--- config.mk ---
export PLATFORM = sky130hd
export DESIGN_NAME = spfc_top
export DESIGN_NICKNAME = d
export VERILOG_FILES = /design/src/common/spfc_pkg.sv /design/src/hw/spfc_top.sv
export SDC_FILE = /design/constraint.sdc
export NUM_CORES = 1
export LEC_CHECK = 0
export BUFFER_PORTS_ARGS = -buffer_cell sky130_fd_sc_hd__buf_2
export CORE_MARGIN = 3
export CORE_UTILIZATION = 50
export CTS_CLUSTER_SIZE = 12
export DETAILED_ROUTE_END_ITERATION = 8
export GPL_ROUTABILITY_DRIVEN = 0
export PLACE_DENSITY = 0.64
export SLEW_MARGIN = 5
export SYNTH_ARGS = -nofsm -noshare
export SYNTH_HDL_FRONTEND = slang
export SYNTH_SLANG_ARGS = --single-unit
--- constraint.sdc ---
create_clock -name clk_i -period 20.8 [get_ports clk_i]
set_clock_uncertainty 0.05 [all_clocks]
set_input_delay 1.04 -clock clk_i [delete_from_list [all_inputs] [get_ports clk_i]]
set_output_delay 1.04 -clock clk_i [all_outputs]
set_load 0.05 [all_outputs]
--- src/common/spfc_pkg.sv ---
// Shared constants and types for the serial port with flow control
package spfc_pkg;

   // ****************************************************************
   // Timing
   // ****************************************************************
   localparam int unsigned CLK_PERIOD_NS = 10;
   localparam int unsigned CLK_HZ        = 1000000000 / CLK_PERIOD_NS;
   localparam int unsigned WAIT_UNIT_NS  = 1000000;
   localparam int unsigned CYC_PER_MS    = WAIT_UNIT_NS / CLK_PERIOD_NS;

   // Bit period in clocks for each selectable rate, index 0 to 10
   localparam int unsigned BAUD_NUM = 11;
   localparam logic [19:0] BIT_DIV [0:BAUD_NUM-1] = '{
      20'(CLK_HZ / 300),   20'(CLK_HZ / 600),   20'(CLK_HZ / 1200),  20'(CLK_HZ / 2400),
      20'(CLK_HZ / 4800),  20'(CLK_HZ / 9600),  20'(CLK_HZ / 19200), 20'(CLK_HZ / 38400),
      20'(CLK_HZ / 57600), 20'(CLK_HZ / 76800), 20'(CLK_HZ / 115200)};
   localparam logic [3:0]  BAUD_DEF = 4'h5;
   localparam logic [3:0]  BAUD_MAX = 4'ha;

   // ****************************************************************
   // Register map (byte addresses)
   // ****************************************************************
   localparam logic [4:0] ADDR_CTRL    = 5'h00;
   localparam logic [4:0] ADDR_STORED  = 5'h04;
   localparam logic [4:0] ADDR_RUNCFG  = 5'h08;
   localparam logic [4:0] ADDR_XCHAR   = 5'h0c;
   localparam logic [4:0] ADDR_TXDATA  = 5'h10;
   localparam logic [4:0] ADDR_RXDATA  = 5'h14;
   localparam logic [4:0] ADDR_STATUS  = 5'h18;

   localparam int unsigned CTRL_RUN     = 0;
   localparam int unsigned RX_VALID_BIT = 8;
   localparam int unsigned ST_BUSY      = 0;
   localparam int unsigned ST_HALT      = 1;
   localparam int unsigned ST_ABORT     = 2;
   localparam int unsigned ST_CFGERR    = 3;
   localparam int unsigned ST_CTS       = 4;
   localparam int unsigned ST_DSR       = 5;
   localparam int unsigned ST_XOFF      = 6;
   localparam int unsigned ST_RUNCFG    = 7;
   localparam int unsigned ST_RS485     = 8;

   // ****************************************************************
   // Types
   // ****************************************************************
   typedef enum logic [2:0] {PAR_NONE, PAR_EVEN, PAR_ODD, PAR_MARK, PAR_SPACE} spfc_par_t;
   typedef enum logic [1:0] {FLOW_NONE, FLOW_HW, FLOW_SW} spfc_flow_t;
   typedef enum logic [1:0] {TX_IDLE, TX_HOLD, TX_SHIFT} spfc_tx_st_t;

   typedef struct packed {
      logic [15:0] wait_ms;
      logic [4:0]  rsvd;
      logic        rts_always;
      spfc_flow_t  flow;
      logic        stop2;
      spfc_par_t   parity;
      logic [3:0]  baud;
   } spfc_cfg_t;

   typedef struct packed {
      logic        read;
      logic        write;
      logic [4:0]  address;
      logic [31:0] writedata;
      logic [3:0]  byteenable;
   } spfc_avs_req_t;

   localparam spfc_cfg_t CFG_RST = '{wait_ms: 16'h03e8, rsvd: 5'h00, rts_always: 1'b0,
                                     flow: FLOW_NONE, stop2: 1'b0, parity: PAR_NONE, baud: BAUD_DEF};
   localparam logic [7:0] XON_RST  = 8'h11;
   localparam logic [7:0] XOFF_RST = 8'h13;

endpackage : spfc_pkg

--- src/hw/spfc_top.sv ---
// Serial port with configuration registers and transmit flow control
`timescale 1ns/10ps
`default_nettype none
// How it works
// Eleven bit rates, 9600 after reset
// Parity none, even, odd, mark, space
// One or two stop bits, one default
// Wait time in milliseconds, 16 bits
// Missed CTS or XON aborts, flags error
// RS-485 variant runs without flow control
// Drives RTS, watches CTS as DTE
// RTS always or switched; XON/XOFF codes programmable
// Switched: RTS on data, send while CTS
// CTS low halts, CTS high resumes; in always mode the code ignores CTS and does not halt
// CTS low past wait time aborts; the code aborts on CTS in switched mode only
// Always mode keeps RTS asserted
// Far sender must not overrun receiver
// DTR asserted under hardware flow control
// DSR checked only at send start
// XOFF stops sending, XON resumes
// No XON within wait time aborts
// XON and XOFF codes must differ
// Software flow only for ASCII traffic
// Runtime settings override stored, lost on reset
// Leaving run reloads stored settings
// Halt between whole characters, line idle
module spfc_top
   import spfc_pkg::*;
#(
   parameter int unsigned MS_CYCLES = CYC_PER_MS
)(
   // Clock and reset
   input  wire logic          clk_i,
   input  wire logic          sys_rst_i,
   // Avalon-MM slave
   input  wire spfc_avs_req_t avs_req_i,
   output var  logic [31:0]   avs_readdata_o,
   output var  logic          avs_waitrequest_o,
   // Serial pins
   input  wire logic          rxd_i,
   input  wire logic          cts_i,
   input  wire logic          dsr_i,
   input  wire logic          rs485_variant_i,
   output var  logic          txd_o,
   output var  logic          rts_o,
   output var  logic          dtr_o
);

   // ****************************************************************
   // Pin synchronisers
   // ****************************************************************
   logic [3:0] pin_meta_r;
   logic [3:0] pin_sync_r;
   logic       rxd_s;
   logic       cts_s;
   logic       dsr_s;
   logic       rs485_s;

   always_ff @(posedge clk_i or posedge sys_rst_i) begin
      if (sys_rst_i) begin
         pin_meta_r <= 4'h7;
         pin_sync_r <= 4'h7;
      end else begin
         pin_meta_r <= {rs485_variant_i, dsr_i, cts_i, rxd_i};
         pin_sync_r <= pin_meta_r;
      end
   end

   assign rxd_s   = pin_sync_r[0];
   assign cts_s   = pin_sync_r[1];
   assign dsr_s   = pin_sync_r[2];
   assign rs485_s = pin_sync_r[3];

   // ****************************************************************
   // Bus handshake
   // ****************************************************************
   function automatic logic [31:0] be_merge(input logic [31:0] old, input logic [31:0] wd,
                                            input logic [3:0] be);
      logic [31:0] m;
      m = {{8{be[3]}}, {8{be[2]}}, {8{be[1]}}, {8{be[0]}}};
      return (old & ~m) | (wd & m);
   endfunction : be_merge

   function automatic logic cfg_ok(input spfc_cfg_t c);
      return (c.baud <= BAUD_MAX) && (c.parity <= PAR_SPACE) && (2'(c.flow) != 2'h3);
   endfunction : cfg_ok

   spfc_cfg_t   stored_cfg_r;
   spfc_cfg_t   run_cfg_r;
   spfc_cfg_t   eff_cfg;
   spfc_cfg_t   cand_cfg;
   spfc_flow_t  flow_eff;
   spfc_tx_st_t tx_state_r;
   logic        run_r;
   logic        run_valid_r;
   logic [7:0]  xon_r;
   logic [7:0]  xoff_r;
   logic [7:0]  hold_r;
   logic        hold_valid_r;
   logic [7:0]  rx_data_r;
   logic        rx_valid_r;
   logic        rx_done_r;
   logic [7:0]  rx_sh_r;
   logic        xoff_held_r;
   logic        abort_err_r;
   logic        cfg_err_r;
   logic        acc;
   logic        wr;
   logic        tx_take;
   logic        tx_abort;
   logic        go;
   logic        timeout;
   logic [31:0] rd_nxt;
   logic [31:0] xch_cand;

   assign acc = ~avs_waitrequest_o & (avs_req_i.read | avs_req_i.write);
   assign wr  = acc & avs_req_i.write;

   // A full holding byte stalls a transmit-data write until the shifter takes it or an abort drops it
   always_ff @(posedge clk_i or posedge sys_rst_i) begin
      if (sys_rst_i) begin
         avs_waitrequest_o <= 1'b1;
      end else if (!avs_waitrequest_o) begin
         avs_waitrequest_o <= 1'b1;
      end else if ((avs_req_i.read | avs_req_i.write)
                   && !(avs_req_i.write && avs_req_i.address == ADDR_TXDATA && hold_valid_r)) begin
         avs_waitrequest_o <= 1'b0;
      end
   end

   always_comb begin
      rd_nxt = 32'h0000_0000;
      case (avs_req_i.address)
         ADDR_CTRL:   rd_nxt[CTRL_RUN] = run_r;
         ADDR_STORED: rd_nxt = stored_cfg_r;
         ADDR_RUNCFG: rd_nxt = run_cfg_r;
         ADDR_XCHAR:  rd_nxt = {16'h0000, xoff_r, xon_r};
         ADDR_RXDATA: rd_nxt = {23'h000000, rx_valid_r, rx_data_r};
         ADDR_STATUS: begin
            rd_nxt[ST_BUSY]   = tx_state_r != TX_IDLE;
            rd_nxt[ST_HALT]   = tx_state_r == TX_HOLD;
            rd_nxt[ST_ABORT]  = abort_err_r;
            rd_nxt[ST_CFGERR] = cfg_err_r;
            rd_nxt[ST_CTS]    = cts_s;
            rd_nxt[ST_DSR]    = dsr_s;
            rd_nxt[ST_XOFF]   = xoff_held_r;
            rd_nxt[ST_RUNCFG] = run_valid_r;
            rd_nxt[ST_RS485]  = rs485_s;
         end
         default:     rd_nxt = 32'h0000_0000;
      endcase
   end

   always_ff @(posedge clk_i or posedge sys_rst_i) begin
      if (sys_rst_i) begin
         avs_readdata_o <= 32'h0000_0000;
      end else if (avs_waitrequest_o) begin
         avs_readdata_o <= avs_req_i.read ? rd_nxt : 32'h0000_0000;
      end
   end

   // ****************************************************************
   // Configuration
   // ****************************************************************
   assign cand_cfg = spfc_cfg_t'(be_merge(32'(avs_req_i.address == ADDR_RUNCFG ? run_cfg_r : stored_cfg_r),
                                          avs_req_i.writedata, avs_req_i.byteenable) & 32'hffff_07ff);
   assign xch_cand = be_merge({16'h0000, xoff_r, xon_r}, avs_req_i.writedata, avs_req_i.byteenable);
   assign eff_cfg  = run_valid_r ? run_cfg_r : stored_cfg_r;
   assign flow_eff = rs485_s ? FLOW_NONE : eff_cfg.flow;

   always_ff @(posedge clk_i or posedge sys_rst_i) begin
      if (sys_rst_i) begin
         run_r        <= 1'b0;
         stored_cfg_r <= CFG_RST;
         run_cfg_r    <= CFG_RST;
         run_valid_r  <= 1'b0;
      end else begin
         if (wr && avs_req_i.address == ADDR_CTRL && avs_req_i.byteenable[0]) begin
            run_r <= avs_req_i.writedata[CTRL_RUN];
         end
         if (wr && avs_req_i.address == ADDR_STORED && cfg_ok(cand_cfg)) begin
            stored_cfg_r <= cand_cfg;
         end
         if (run_r && wr && avs_req_i.address == ADDR_RUNCFG && cfg_ok(cand_cfg)) begin
            run_cfg_r   <= cand_cfg;
            run_valid_r <= 1'b1;
         end else if (!run_r) begin
            run_valid_r <= 1'b0;
         end
      end
   end

   // Equal codes are refused so the pair stays unambiguous
   always_ff @(posedge clk_i or posedge sys_rst_i) begin
      if (sys_rst_i) begin
         xon_r  <= XON_RST;
         xoff_r <= XOFF_RST;
      end else if (wr && avs_req_i.address == ADDR_XCHAR && xch_cand[7:0] != xch_cand[15:8]) begin
         xon_r  <= xch_cand[7:0];
         xoff_r <= xch_cand[15:8];
      end
   end

   // ****************************************************************
   // Holding byte and sticky flags
   // ****************************************************************
   always_ff @(posedge clk_i or posedge sys_rst_i) begin
      if (sys_rst_i) begin
         hold_r       <= 8'h00;
         hold_valid_r <= 1'b0;
      end else if (wr && avs_req_i.address == ADDR_TXDATA
                   && !(flow_eff == FLOW_SW && avs_req_i.writedata[7])) begin
         hold_r       <= avs_req_i.writedata[7:0];
         hold_valid_r <= 1'b1;
      end else if (tx_take || tx_abort) begin
         hold_valid_r <= 1'b0;
      end
   end

   always_ff @(posedge clk_i or posedge sys_rst_i) begin
      if (sys_rst_i) begin
         abort_err_r <= 1'b0;
         cfg_err_r   <= 1'b0;
      end else begin
         if (tx_abort) begin
            abort_err_r <= 1'b1;
         end else if (wr && avs_req_i.address == ADDR_STATUS && avs_req_i.byteenable[0]
                      && avs_req_i.writedata[ST_ABORT]) begin
            abort_err_r <= 1'b0;
         end
         if (wr && ((avs_req_i.address == ADDR_XCHAR && xch_cand[7:0] == xch_cand[15:8])
                    || (avs_req_i.address == ADDR_TXDATA && flow_eff == FLOW_SW && avs_req_i.writedata[7])
                    || ((avs_req_i.address == ADDR_STORED || avs_req_i.address == ADDR_RUNCFG)
                        && !cfg_ok(cand_cfg)))) begin
            cfg_err_r <= 1'b1;
         end else if (wr && avs_req_i.address == ADDR_STATUS && avs_req_i.byteenable[0]
                      && avs_req_i.writedata[ST_CFGERR]) begin
            cfg_err_r <= 1'b0;
         end
      end
   end

   // ****************************************************************
   // Flow permission and wait timer
   // ****************************************************************
   logic        first_r;
   logic [16:0] ms_pre_r;
   logic [15:0] ms_cnt_r;

   always_comb begin
      case (flow_eff)
         FLOW_HW: go = (!first_r || dsr_s) && (eff_cfg.rts_always || cts_s);
         FLOW_SW: go = !xoff_held_r;
         default: go = 1'b1;
      endcase
   end

   assign timeout  = ms_cnt_r >= eff_cfg.wait_ms;
   assign tx_take  = tx_state_r == TX_HOLD && go;
   assign tx_abort = tx_state_r == TX_HOLD && !go && timeout;

   always_ff @(posedge clk_i or posedge sys_rst_i) begin
      if (sys_rst_i) begin
         ms_pre_r <= 17'h00000;
         ms_cnt_r <= 16'h0000;
      end else if (tx_state_r != TX_HOLD || go) begin
         ms_pre_r <= 17'h00000;
         ms_cnt_r <= 16'h0000;
      end else if (ms_pre_r == 17'(MS_CYCLES - 1)) begin
         ms_pre_r <= 17'h00000;
         ms_cnt_r <= ms_cnt_r + 16'h0001;
      end else begin
         ms_pre_r <= ms_pre_r + 17'h00001;
      end
   end

   // ****************************************************************
   // Transmitter
   // ****************************************************************
   logic [19:0] tx_div_r;
   logic [19:0] tx_tmr_r;
   logic [10:0] tx_sh_r;
   logic [3:0]  tx_left_r;
   logic        has_par;
   logic        par_bit;

   assign has_par = eff_cfg.parity != PAR_NONE;

   always_comb begin
      case (eff_cfg.parity)
         PAR_EVEN:  par_bit = ^hold_r;
         PAR_ODD:   par_bit = ~^hold_r;
         PAR_MARK:  par_bit = 1'b1;
         default:   par_bit = 1'b0;
      endcase
   end

   always_ff @(posedge clk_i or posedge sys_rst_i) begin
      if (sys_rst_i) begin
         tx_state_r <= TX_IDLE;
         first_r    <= 1'b0;
         txd_o      <= 1'b1;
         tx_div_r   <= 20'h00000;
         tx_tmr_r   <= 20'h00000;
         tx_sh_r    <= 11'h7ff;
         tx_left_r  <= 4'h0;
      end else begin
         case (tx_state_r)
            TX_IDLE: begin
               if (hold_valid_r) begin
                  tx_state_r <= TX_HOLD;
                  first_r    <= 1'b1;
               end
            end
            TX_HOLD: begin
               if (tx_take) begin
                  tx_state_r <= TX_SHIFT;
                  txd_o      <= 1'b0;
                  tx_div_r   <= BIT_DIV[eff_cfg.baud];
                  tx_tmr_r   <= BIT_DIV[eff_cfg.baud] - 20'h00001;
                  tx_sh_r    <= has_par ? {2'b11, par_bit, hold_r} : {3'b111, hold_r};
                  tx_left_r  <= 4'(9 + 32'(has_par) + 32'(eff_cfg.stop2));
               end else if (tx_abort) begin
                  tx_state_r <= TX_IDLE;
                  first_r    <= 1'b0;
               end
            end
            TX_SHIFT: begin
               if (tx_tmr_r != 20'h00000) begin
                  tx_tmr_r <= tx_tmr_r - 20'h00001;
               end else if (tx_left_r == 4'h0) begin
                  // Whole character out before flow control is looked at again
                  tx_state_r <= hold_valid_r ? TX_HOLD : TX_IDLE;
                  first_r    <= 1'b0;
               end else begin
                  txd_o     <= tx_sh_r[0];
                  tx_sh_r   <= {1'b1, tx_sh_r[10:1]};
                  tx_left_r <= tx_left_r - 4'h1;
                  tx_tmr_r  <= tx_div_r - 20'h00001;
               end
            end
            default: tx_state_r <= TX_IDLE;
         endcase
      end
   end

   // Handshake outputs follow the effective mode; RS-485 forces both off
   always_ff @(posedge clk_i or posedge sys_rst_i) begin
      if (sys_rst_i) begin
         rts_o <= 1'b0;
         dtr_o <= 1'b0;
      end else begin
         rts_o <= flow_eff == FLOW_HW && (eff_cfg.rts_always || tx_state_r != TX_IDLE);
         dtr_o <= flow_eff == FLOW_HW;
      end
   end

   // ****************************************************************
   // Receiver
   // ****************************************************************
   logic        rx_busy_r;
   logic        rx_prev_r;
   logic [19:0] rx_tmr_r;
   logic [3:0]  rx_idx_r;
   logic [19:0] rx_div;

   assign rx_div = BIT_DIV[eff_cfg.baud];

   // Parity is not checked; the slot is simply skipped
   always_ff @(posedge clk_i or posedge sys_rst_i) begin
      if (sys_rst_i) begin
         rx_busy_r <= 1'b0;
         rx_prev_r <= 1'b1;
         rx_tmr_r  <= 20'h00000;
         rx_idx_r  <= 4'h0;
         rx_sh_r   <= 8'h00;
         rx_done_r <= 1'b0;
      end else begin
         rx_prev_r <= rxd_s;
         rx_done_r <= 1'b0;
         if (!rx_busy_r) begin
            if (rx_prev_r && !rxd_s) begin
               rx_busy_r <= 1'b1;
               rx_tmr_r  <= {1'b0, rx_div[19:1]};
               rx_idx_r  <= 4'h0;
            end
         end else if (rx_tmr_r != 20'h00000) begin
            rx_tmr_r <= rx_tmr_r - 20'h00001;
         end else begin
            rx_tmr_r <= rx_div - 20'h00001;
            rx_idx_r <= rx_idx_r + 4'h1;
            if (rx_idx_r == 4'h0 && rxd_s) begin
               rx_busy_r <= 1'b0;
            end else if (rx_idx_r >= 4'h1 && rx_idx_r <= 4'h8) begin
               rx_sh_r <= {rxd_s, rx_sh_r[7:1]};
            end else if (rx_idx_r == (has_par ? 4'ha : 4'h9)) begin
               rx_busy_r <= 1'b0;
               rx_done_r <= rxd_s;
            end
         end
      end
   end

   // Flow characters are consumed, not handed to software
   always_ff @(posedge clk_i or posedge sys_rst_i) begin
      if (sys_rst_i) begin
         rx_data_r   <= 8'h00;
         rx_valid_r  <= 1'b0;
         xoff_held_r <= 1'b0;
      end else begin
         if (flow_eff != FLOW_SW) begin
            xoff_held_r <= 1'b0;
         end else if (rx_done_r && rx_sh_r == xoff_r) begin
            xoff_held_r <= 1'b1;
         end else if (rx_done_r && rx_sh_r == xon_r) begin
            xoff_held_r <= 1'b0;
         end
         if (rx_done_r && !(flow_eff == FLOW_SW && (rx_sh_r == xoff_r || rx_sh_r == xon_r))) begin
            rx_data_r  <= rx_sh_r;
            rx_valid_r <= 1'b1;
         end else if (acc && avs_req_i.read && avs_req_i.address == ADDR_RXDATA) begin
            rx_valid_r <= 1'b0;
         end
      end
   end
endmodule : spfc_top
`default_nettype wire

## After elaboration in Yosys (flattened, before gate mapping)

Memories as Yosys holds them, arrays and structs flattened.
Index checks and enable logic that the tools add are counted.

- Add/subtract/negate cells: 10
- Magnitude comparators: 6
- Equal/unequal tests: 33
- Multiplexer cells: 78
- Bitwise operators: 13
- Reductions and logical operators: 83

Operators by type and width:

| kind | number |
|---|---|
| $mux 20 | 8 |
| $mux 32 | 3 |
| $sub 20x1->20 const B | 4 |
| $pmux 23 s3 | 1 |
| $and 32x32->32 | 2 |
| $logic_and 1x1->1 | 40 |
| $pmux 20 s2 | 1 |
| $pmux 8 s5 | 1 |
| $reduce_bool 20->1 | 2 |
| $mux 1 | 35 |
| $mux 17 | 2 |
| $mux 11 | 3 |
| $mux 16 | 2 |
| $not 32->32 | 1 |
| $or 32x32->32 | 1 |
| $eq 8x8->1 | 3 |
| $mux 4 | 6 |
| $pmux 11 s2 | 1 |
| $ne 2x2->1 const B | 10 |
| $add 17x1->17 const B | 1 |
| $eq 17x17->1 const B | 1 |
| $add 16x1->16 const B | 1 |
| $and 16x16->16 | 1 |
| $ge 16x16->1 | 1 |
| 44 further kinds | 92 |

- Register bits after elaboration: 263
- Bits in read-only memories: 320
- Input bits: 49
- Output and inout port bits: 36
- Logic and storage cells: 268
- Memories: 1

Memory list:

| memory | depth | bits a word | rd ports | clocked after memory_dff | wr ports | line | RTL |
|---|---|---|---|---|---|---|---|
| (name not given) | 16 | 20 | 1 | 0 | 0 | spfc_top.sv:367 | `assign rx_div = BIT_DIV[eff_cfg.baud];` |

## Logic depth before layout (Yosys ltp)

Gate-level depths: netlist of run 1.

- Word-level depth: 12
- Gate-level depth with buffers: 14

## Least setup slack after synthesis of run 1

Ideal clock, no wire load.

- Path kind: register to register
- Start point: register run_valid_r
- End point: register tx_state_r[0]
- Library setup time: 0.116 ns
- Arrival time: 3.340 ns
- Data required time: 20.634 ns
- Path slack: 17.294 ns
- Stages on the path, launching flop included: 14
- Buffers on the path: 4
- Period minus slack after synthesis: 3.506 ns
- Cells stage by stage: dfrtp_1 -> clkbuf_1 -> buf_1 -> clkbuf_1 -> buf_1 -> o21ai_0 -> ha_1 -> nand2b_1 -> a21o_1 -> a211oi_1 -> o21a_1 -> o21a_1 -> nor2_1 -> o311ai_0

- Cells in the longest elaborated chain, start to end: 9
- Elaborated cells on any way between the ends: 16
- Classes of those cells: 1 x order compare; 3 x eq/ne; 5 x mux; 7 x reduce/logical

RTL lines:

| item | line | RTL |
|---|---|---|
| start: declaration | spfc_top.sv:95 | `logic run_valid_r;` |
| start signal: assignment | spfc_top.sv:176 | `run_valid_r <= 1'b0;` |
| start signal: assignment | spfc_top.sv:186 | `run_valid_r <= 1'b1;` |
| start signal: assignment | spfc_top.sv:188 | `run_valid_r <= 1'b0;` |
| $mux 32 * | spfc_top.sv:168 | `assign eff_cfg = run_valid_r ? run_cfg_r : stored_cfg_r;` |
| branches (longest 8 deep; another with $ge 16x16->1) | -- |  |
| end signal: assignment | spfc_top.sv:333 | `tx_state_r <= hold_valid_r ? TX_HOLD : TX_IDLE;` |
| end: declaration | spfc_top.sv:93 | `spfc_tx_st_t tx_state_r;` |

Every way passes the cells marked *.
A chain may end at the register's enable or synchronous reset.

## Worst setup path in the final report of run 1

- Start point: register run_valid_r
- End point: register rx_tmr_r[8]

- Cells in the longest elaborated chain, start to end: 8
- Elaborated cells on any way between the ends: 9
- Classes of those cells: 1 x add/sub; 6 x mux; 1 x bitwise; 1 x memory

RTL lines:

| item | line | RTL |
|---|---|---|
| $mux 32 * | spfc_top.sv:168 |  |
| $not 4->5 (not written as such) * | spfc_top.sv:367 |  |
| $mem_v2 16x20 * | -- |  |
| $mux 20 (not written as such) * (2 in series) | spfc_top.sv:367 |  |
| $sub 20x1->20 | spfc_top.sv:390 | `rx_tmr_r <= rx_div - 20'h00001;` |
| $mux 20 | spfc_top.sv:387 | `end else if (rx_tmr_r != 20'h00000) begin` |
| $mux 20 * | spfc_top.sv:381 | `if (!rx_busy_r) begin` |
| end signal: assignment | spfc_top.sv:384 | `rx_tmr_r <= {1'b0, rx_div[19:1]};` |
| end signal: assignment | spfc_top.sv:388 | `rx_tmr_r <= rx_tmr_r - 20'h00001;` |
| end signal: assignment | spfc_top.sv:390 |  |
| end: declaration | spfc_top.sv:363 | `logic [19:0] rx_tmr_r;` |

Mark *: on every way between the ends. The rest lies on a longest branch, timed or not. The select of a mux whose other input is x is not followed.

==> impl_metrics.csv, run 1 <==
group,metric,value,unit
synth,synth_compound_area_share,18.6,%
die,num_io_pins,85,
route,vias_per_cell,5.97,
hold_path,worst_hold_path_type,"reg2reg",
route,via_count,12038,
power_and_ir_drop,switching_power,515,uW
clocking,cts.sinks,260,
synth,ys_ff_latch,260,
setup_path,regToRegSetupSlack,17.01,ns
layout,nFillCells,2538,
clocking,numCtsBuffers,30,
clocking,clkLatencyLatePin,0.57,ns
synth,synth_top_family_by_area,"compound AO/OA/AOI/OAI gates",
clocking,clockBufferDepth,3,
clocking,cts_tree,"done",
route,final_antenna_net_count,0,
synth,ys_seq_area_share,44.5,%
setup_path,crit_arrival,4.13,ns
setup_path,worstPathCellList,"buf_4 -> mux2i_1 -> inv_1 -> ha_1 -> a21oi_1 -> ha_1 -> o211ai_1 -> o21ai_0 -> nand4_1 -> xor2_1 -> a31oi_1",
global_route,grt_pass1_wl,63.5,mm
power_and_ir_drop,power_density,96.8,nW/um^2
synth,synth_cell_types,74,
sta,setup_tns,0,ns
synth,synthFlopType,"dfrtp_1",
setup_path,crit_fanout,33,
placed_design,place_inst,1960,
layout,area_growth,12.6,%
sta,whs,0.306,ns
synth,synthArstFlopShare,100,%
sta,finalSetupViolations,0,
die,initial_utilization,51.1,%
route,drc,0,
sta,rsz0062_at_grt,"false",
global_route,grt_overflow,0,
die,coreArea,28900,sq um
clocking,cts_hold_buf,0,
placed_design,dp_hpwl,27.5,mm
layout,final_common_cell,"dfrtp_1",
status,status,"finished, final reports clean",
setup_path,slowest_delay,0.80,ns
setup_path,critPathCaptureType,"flop",
synth,synth_cells,1555,
power_and_ir_drop,netSwitchingFraction,32.0,%
global_route,antenna_found_initial,2,
setup_path,path_class,"reg2reg",
setup_path,timing.rr.start,"run_valid_r",
route,routedWlPerCell,19.4,um
layout,layout.nets,1696,
synth,synthMuxAreaShare,9.45,%
synth,synth-simple-area-share,15.0,%
setup_path,critPathLaunch,"run_valid_r",
die,dieArea,31600,sq um
global_route,gr-usage-all-layers,24.9,%
synth,yosysWarnings,0,
hold_path,hold_depth,0,
die,row_count,62,
synth,synth_edf_count,0,
synth,syn_area,14700,sq um
route,drtPass1Iterations,7,
route,drt-initial-drc-count,1008,
power_and_ir_drop,ir_drop,0.0000580,V
setup_path,start_kind,"flop",
power_and_ir_drop,p_leak,7.02,nW
clocking,clk_pin_slew_worst_paths,0.07,ns
sta,slew_headroom,28.4,%
sta,period_minus_slack,3.79,ns
setup_path,worstPathRequired,21.15,ns
die,die_h,178,um
route,wirelength,39.2,mm
sta,finalMaxSlewViolations,0,
hold_path,min_from,"pin_meta_r[3]",
setup_path,crit_top_cell,"ha_1",
layout,layout-drive-gt1-share,17.6,%
setup_path,crit_slowest_cell,"mux2i_1",
hold_path,hold_end,"pin_sync_r[3]",
job,cap_violations,0,
sta,hold_viol_final,0,
layout,layout_common_cells,"dfrtp_1 (221), nand2_1 (147), o21ai_0 (125)",
synth,syn_nets,1643,
layout,fin_cells,2018,
synth,synthXorXnorAreaFrac,5.23,%
power_and_ir_drop,p_seq_share,40.6,%
clocking,cts_resized,0,
setup_path,reg2regPathDepth,11,
placed_design,port_buffers,84,
power_and_ir_drop,pwr-share-comb,22.9,%
clocking,ctsHtreeMaxLevel,1,
sta,worst_slew_pin_slew,1.06,ns
global_route,grt_start_max_net_pins,116,
die,dieWidth,178,um
sta,fmax,264,MHz
setup_path,reg2reg_to,"rx_tmr_r[8]",
power_and_ir_drop,power_frac_clock,36.4,%
power_and_ir_drop,power.internal,1.09,mW
global_route,grt_pass1_vias,11695,
synth,syn_avg_cell_area,9.48,sq um
clocking,clock-root-buffer,"clkbuf_16",
clocking,cts_setup_buffers,0,
sta,finalCritPeriodShare,18.2,%
synth,synth_fa_ha_area_share,3.31,%
-- Yosys cell counts (6+ instances only) --
cell type | instances | area share (%)
a22oi_1 | 47 | 2.4
dfrtp_1 | 221 | 38
clkbuf_1 | 69 | 1.8
nor3_1 | 38 | 1.3
buf_1 | 6 | 0.15
o221ai_1 | 6 | 0.36
o31ai_1 | 11 | 0.56
xnor2_1 | 51 | 3.0
a21oi_1 | 67 | 2.3
ha_1 | 39 | 3.3
or3_1 | 15 | 0.64
and2_1 | 8 | 0.34
o21ai_0 | 125 | 4.2
nor4_1 | 13 | 0.55
and3_1 | 13 | 0.55
mux2_2 | 73 | 5.6
xor2_1 | 37 | 2.2
a31oi_1 | 9 | 0.38
inv_1 | 77 | 2.0
o2bb2ai_1 | 6 | 0.36
a222oi_1 | 6 | 0.41
nand3_1 | 37 | 1.3
a21o_1 | 15 | 0.76
mux2i_1 | 57 | 3.9
a221oi_1 | 7 | 0.42
nand2_1 | 147 | 3.7
o22ai_1 | 42 | 1.8
dfstp_2 | 39 | 7.0
nor2_1 | 124 | 3.2
o211ai_1 | 23 | 1.2
o21a_1 | 7 | 0.36
a211oi_1 | 8 | 0.41
nand2b_1 | 9 | 0.38
nand4_1 | 13 | 0.55
-- metal layers --
layer	GRT usage [%]	routed length, um	vias up
li1	-	-	5752
met1	35.9	17900	5853
met2	39.5	18200	358
met3	2.82	1910	75
met4	7.76	1230	0
met5	0	0	-
-- critical path: cells and delay by family (launching register included) --
kind | cells | cell delay (ns)
buffers and inverters | 2 | 0.67
DFF | 1 | 0.33
adders and majority gates | 2 | 0.57
AOI/OAI and AO/OA | 4 | 0.72
and+or+nand+nor | 1 | 0.13
muxes | 1 | 0.80
xor gates and xnor gates | 1 | 0.34
-- area by class of cell --
| cell class | count | area [sq um] | share of cell area, % |
|---|---|---|---|
| multi-input cells | 1139 | 7620 | 45.9 |
| diodes | 2 | 5.00 | 0.0302 |
| inverters | 78 | 300 | 1.81 |
| clock buffers | 43 | 850 | 5.12 |
| repair buffers | 99 | 533 | 3.21 |
| flip-flops and latches | 260 | 6560 | 39.5 |
| clock inverters | 13 | 255 | 1.54 |
| well taps | 384 | 480 | 2.89 |
-- kinds of logic (layout without fill, tap and decap cells) --
| logic type | after synthesis | in the layout |
|---|---|---|
| simple gates | 459 | 459 |
| compound gates | 423 | 423 |
| flops | 260 | 260 |
| buf+inv | 156 | 233 |
| mux | 130 | 130 |
| xor+xnor | 88 | 88 |
| fa+ha+maj | 39 | 39 |
| other cells | 0 | 2 |
-- how the worst max path moves through the flow --
| stage | endpoint | slack [ns] | cells after the start |
|---|---|---|---|
| after floorplan | abort_err_r | 12.62 | 1 |
| after global placement | run_cfg_r[26] | 16.87 | 7 |
| after detailed placement | run_cfg_r[29] | 16.82 | 7 |
| after CTS | rx_tmr_r[8] | 17.10 | 11 |
| after global routing | rx_tmr_r[8] | 16.75 | 11 |
| final | rx_tmr_r[8] | 17.01 | 11 |
-- sequential cells by signal, indices dropped and copies added, names as in the netlist, 2 cells and up --
signal,flops
avs_readdata_o,32
hold_r,8
ms_cnt_r,16
ms_pre_r,17
pin_meta_r,4
pin_sync_r,4
run_cfg_r,27
rx_data_r,8
rx_idx_r,4
rx_sh_r,8
rx_tmr_r,20
stored_cfg_r,27
tx_div_r,19
tx_left_r,4
tx_sh_r,9
tx_state_r,2
tx_tmr_r,20
xoff_r,8
xon_r,8
-- stage by stage --
stage          utilization [%]  setup WS (ns)  area [sq um]  power [mW]
6_report                  57.5          17.01         16600        1.61
3_3_place_gp              53.7          16.87         15500        1.02
4_1_cts                   57.5          17.10         16600        1.61
3_5_place_dp              53.7          16.82         15500        1.03
2_1_floorplan                -          12.62         14700       0.921
5_1_grt                   57.5          16.75         16600        1.69
-- power by group through the flow --
| stage | registers, mW | clock network (mW) | logic, mW |
|---|---|---|---|
| CTS | 0.651 | 0.594 | 0.369 |
| detailed placement | 0.659 | 0 | 0.367 |
| floorplan | 0.638 | 0 | 0.283 |
| global route | 0.662 | 0.613 | 0.418 |
| finish | 0.653 | 0.585 | 0.369 |
| global placement | 0.657 | 0 | 0.359 |
Note: power is estimated with default switching activity, not from simulation.
==> run 2, diff against run 1 <==
- clock period: 20.8 -> 3.6 ns (I/O delays scaled with it)
==> run 2 against run 1 <==
- largest power group unchanged
- count of clock-buffer cells in the layout up 1
- clock power rose to 4.9 times the previous value
- register-to-register slack lost 17 ns
- cell count increased by 3.0%
- highest routed layer unchanged
- cell area grew 2.6%
==> impl_metrics.csv, run 2 (same netlist as run 1, synthesis figures left out) <==
group,metric,value,unit
layout,layout_common_cells,"dfrtp_1 (221), nand2_1 (147), o21ai_0 (125)",
setup_path,worstPathRequired,3.98,ns
global_route,grt_overflow,0,
clocking,clkLatencyLatePin,0.57,ns
clocking,cts.sinks,260,
global_route,gr-usage-all-layers,25.7,%
sta,worst_slew_pin_slew,0.982,ns
layout,layout-drive-gt1-share,17.9,%
sta,fmax,311,MHz
clocking,clockBufferDepth,3,
layout,top_regs,"avs_readdata_o: 32 flops, run_cfg_r: 27 flops, stored_cfg_r: 27 flops",
clocking,cts_resized,0,
placed_design,dp_hpwl,28.2,mm
power_and_ir_drop,p_leak,7.22,nW
setup_path,regToRegSetupSlack,0.39,ns
setup_path,crit_fanout,8,
clocking,cts_tree,"done",
layout,area_growth,15.6,%
route,drtPass1Iterations,7,
setup_path,reg2regPathDepth,11,
status,status,"finished, final reports clean",
die,row_count,62,
setup_path,reg2reg_to,"tx_tmr_r[12]",
layout,largest_register,"avs_readdata_o",
sta,hold_viol_final,0,
sta,slew_headroom,34.4,%
route,vias_per_cell,5.97,
route,routedWlPerCell,19.4,um
global_route,grt_pass1_vias,12184,
die,die_h,178,um
global_route,met2_usage,41.1,%
die,num_io_pins,85,
die,initial_utilization,51.1,%
global_route,grt_start_max_net_pins,96,
layout,largest_reg_flops,32,
setup_path,start_kind,"flop",
sta,period_minus_slack,3.21,ns
hold_path,hold_depth,4,
route,final_antenna_net_count,0,
setup_path,path_class,"reg2reg",
clocking,cts_hold_buf,43,
clocking,cts_setup_buffers,0,
layout,layout.nets,1757,
layout,fin_cells,2078,
global_route,met1_usage,37.0,%
die,dieWidth,178,um
hold_path,worst_hold_path_type,"in2reg",
clocking,clock-root-buffer,"clkbuf_16",
clocking,clk_pin_slew_worst_paths,0.06,ns
global_route,grt_pass1_wl,65.9,mm
hold_path,hold_end,"avs_readdata_o[0]",
sta,finalMaxSlewViolations,0,
sta,rsz0062_at_grt,"false",
global_route,grt_use_met3,2.95,%
setup_path,timing.rr.start,"tx_tmr_r[10]",
route,wirelength,40.4,mm
route,drt-initial-drc-count,965,
layout,final_common_cell,"dfrtp_1",
placed_design,place_area,15700,sq um
layout,stdcell_area,17000,sq um
die,coreArea,28900,sq um
setup_path,crit_arrival,3.59,ns
hold_path,min_from,"avs_req_i[39]",
power_and_ir_drop,power,8.85,mW
clocking,numCtsBuffers,29,
power_and_ir_drop,ir_drop,0.000363,V
route,drc,0,
route,via_count,12408,
die,dieArea,31600,sq um
global_route,antenna_found_initial,2,
placed_design,place_inst,1979,
clocking,ctsHtreeMaxLevel,1,
job,cap_violations,0,
sta,finalCritPeriodShare,89.2,%
placed_design,port_buffers,84,
global_route,grt_most_used_layer,"met2",
power_and_ir_drop,power_density,520,nW/um^2
sta,finalSetupViolations,0,
setup_path,critPathCaptureType,"flop",
## run 2: cell types whose count changed in the layout (fill, tap and decap cells not counted)
| cell | before | now |
|---|---|---|
| clkbuf_8 | 5 | 6 |
| bufinv_16 | 7 | 0 |
| buf_12 | 0 | 5 |
| clkbuf_1 | 8 | 9 |
| clkinvlp_4 | 0 | 1 |
| dlygate4sd3_1 | 0 | 43 |
| buf_4 | 15 | 29 |
| inv_16 | 0 | 1 |
| clkbuf_16 | 30 | 29 |
| clkinv_2 | 4 | 8 |
| inv_8 | 1 | 0 |
| clkinv_8 | 1 | 0 |
## run 2: routing by layer
layer	share of wire, %	vias to the layer above
met5	0	-
met3	5.2	72
met2	47	391
met4	2.8	0
li1	-	5871
met1	45	6074
## run 2: per-stage QoR
| stage | utilization, % | hold WS (ns) | setup TNS [ns] | setup WS (ns) |
|---|---|---|---|---|
| floorplan | - | 0.134 | -5.69 | -0.0257 |
| global placement | 54.4 | 0.239 | 0 | 0.437 |
| detailed placement | 54.4 | 0.239 | 0 | 0.417 |
| CTS | 59.0 | 0.0147 | 0 | 0.405 |
| global route | 59.0 | 0.0847 | 0 | 0.0581 |
| finish | 59.0 | 0.0322 | 0 | 0.388 |
## run 2: how the worst max path moves through the flow
stage | cells past startpoint | endpoint | startpoint | slack [ns]
finish | 11 | tx_tmr_r[12] | tx_tmr_r[10] | 0.39
global route | 11 | tx_tmr_r[12] | tx_tmr_r[10] | 0.06
CTS | 11 | tx_tmr_r[12] | tx_tmr_r[10] | 0.40
detailed placement | 11 | tx_tmr_r[12] | tx_tmr_r[10] | 0.42
global placement | 8 | run_cfg_r[20] | avs_req_i[39] | 0.44
floorplan | 1 | abort_err_r | sys_rst_i | -0.03
## run 2: where the power goes
group          switching [mW]  leakage, nW  total [mW]  internal, mW
clock network            1.24        0.457        2.86          1.62
registers               0.421         3.33        3.76          3.34
logic                    1.33         3.43        2.23         0.900
## run 2: layout make-up
class / instances / area, sq um
clock inverters: 10 / 68.8
multi-input cells: 1139 / 7620
clock buffers: 44 / 842
inverters: 78 / 297
well taps: 384 / 480
flip-flops and latches: 260 / 6560
fillers: 2526 / 11800
repair buffers: 161 / 1170
diodes: 2 / 5.00
## run 2: worst max-delay path, stage by stage, from the launching register on
cell      delay [ns]
dfrtp_1         0.46
or4_4           0.19
nand4b_4        0.13
nor2_1          0.07
a21oi_1         0.19
ha_1            0.23
nand2_1         0.13
nor4_1          0.54
o21ai_0         0.34
or3_1           0.43
o31ai_1         0.21
o211ai_1        0.12
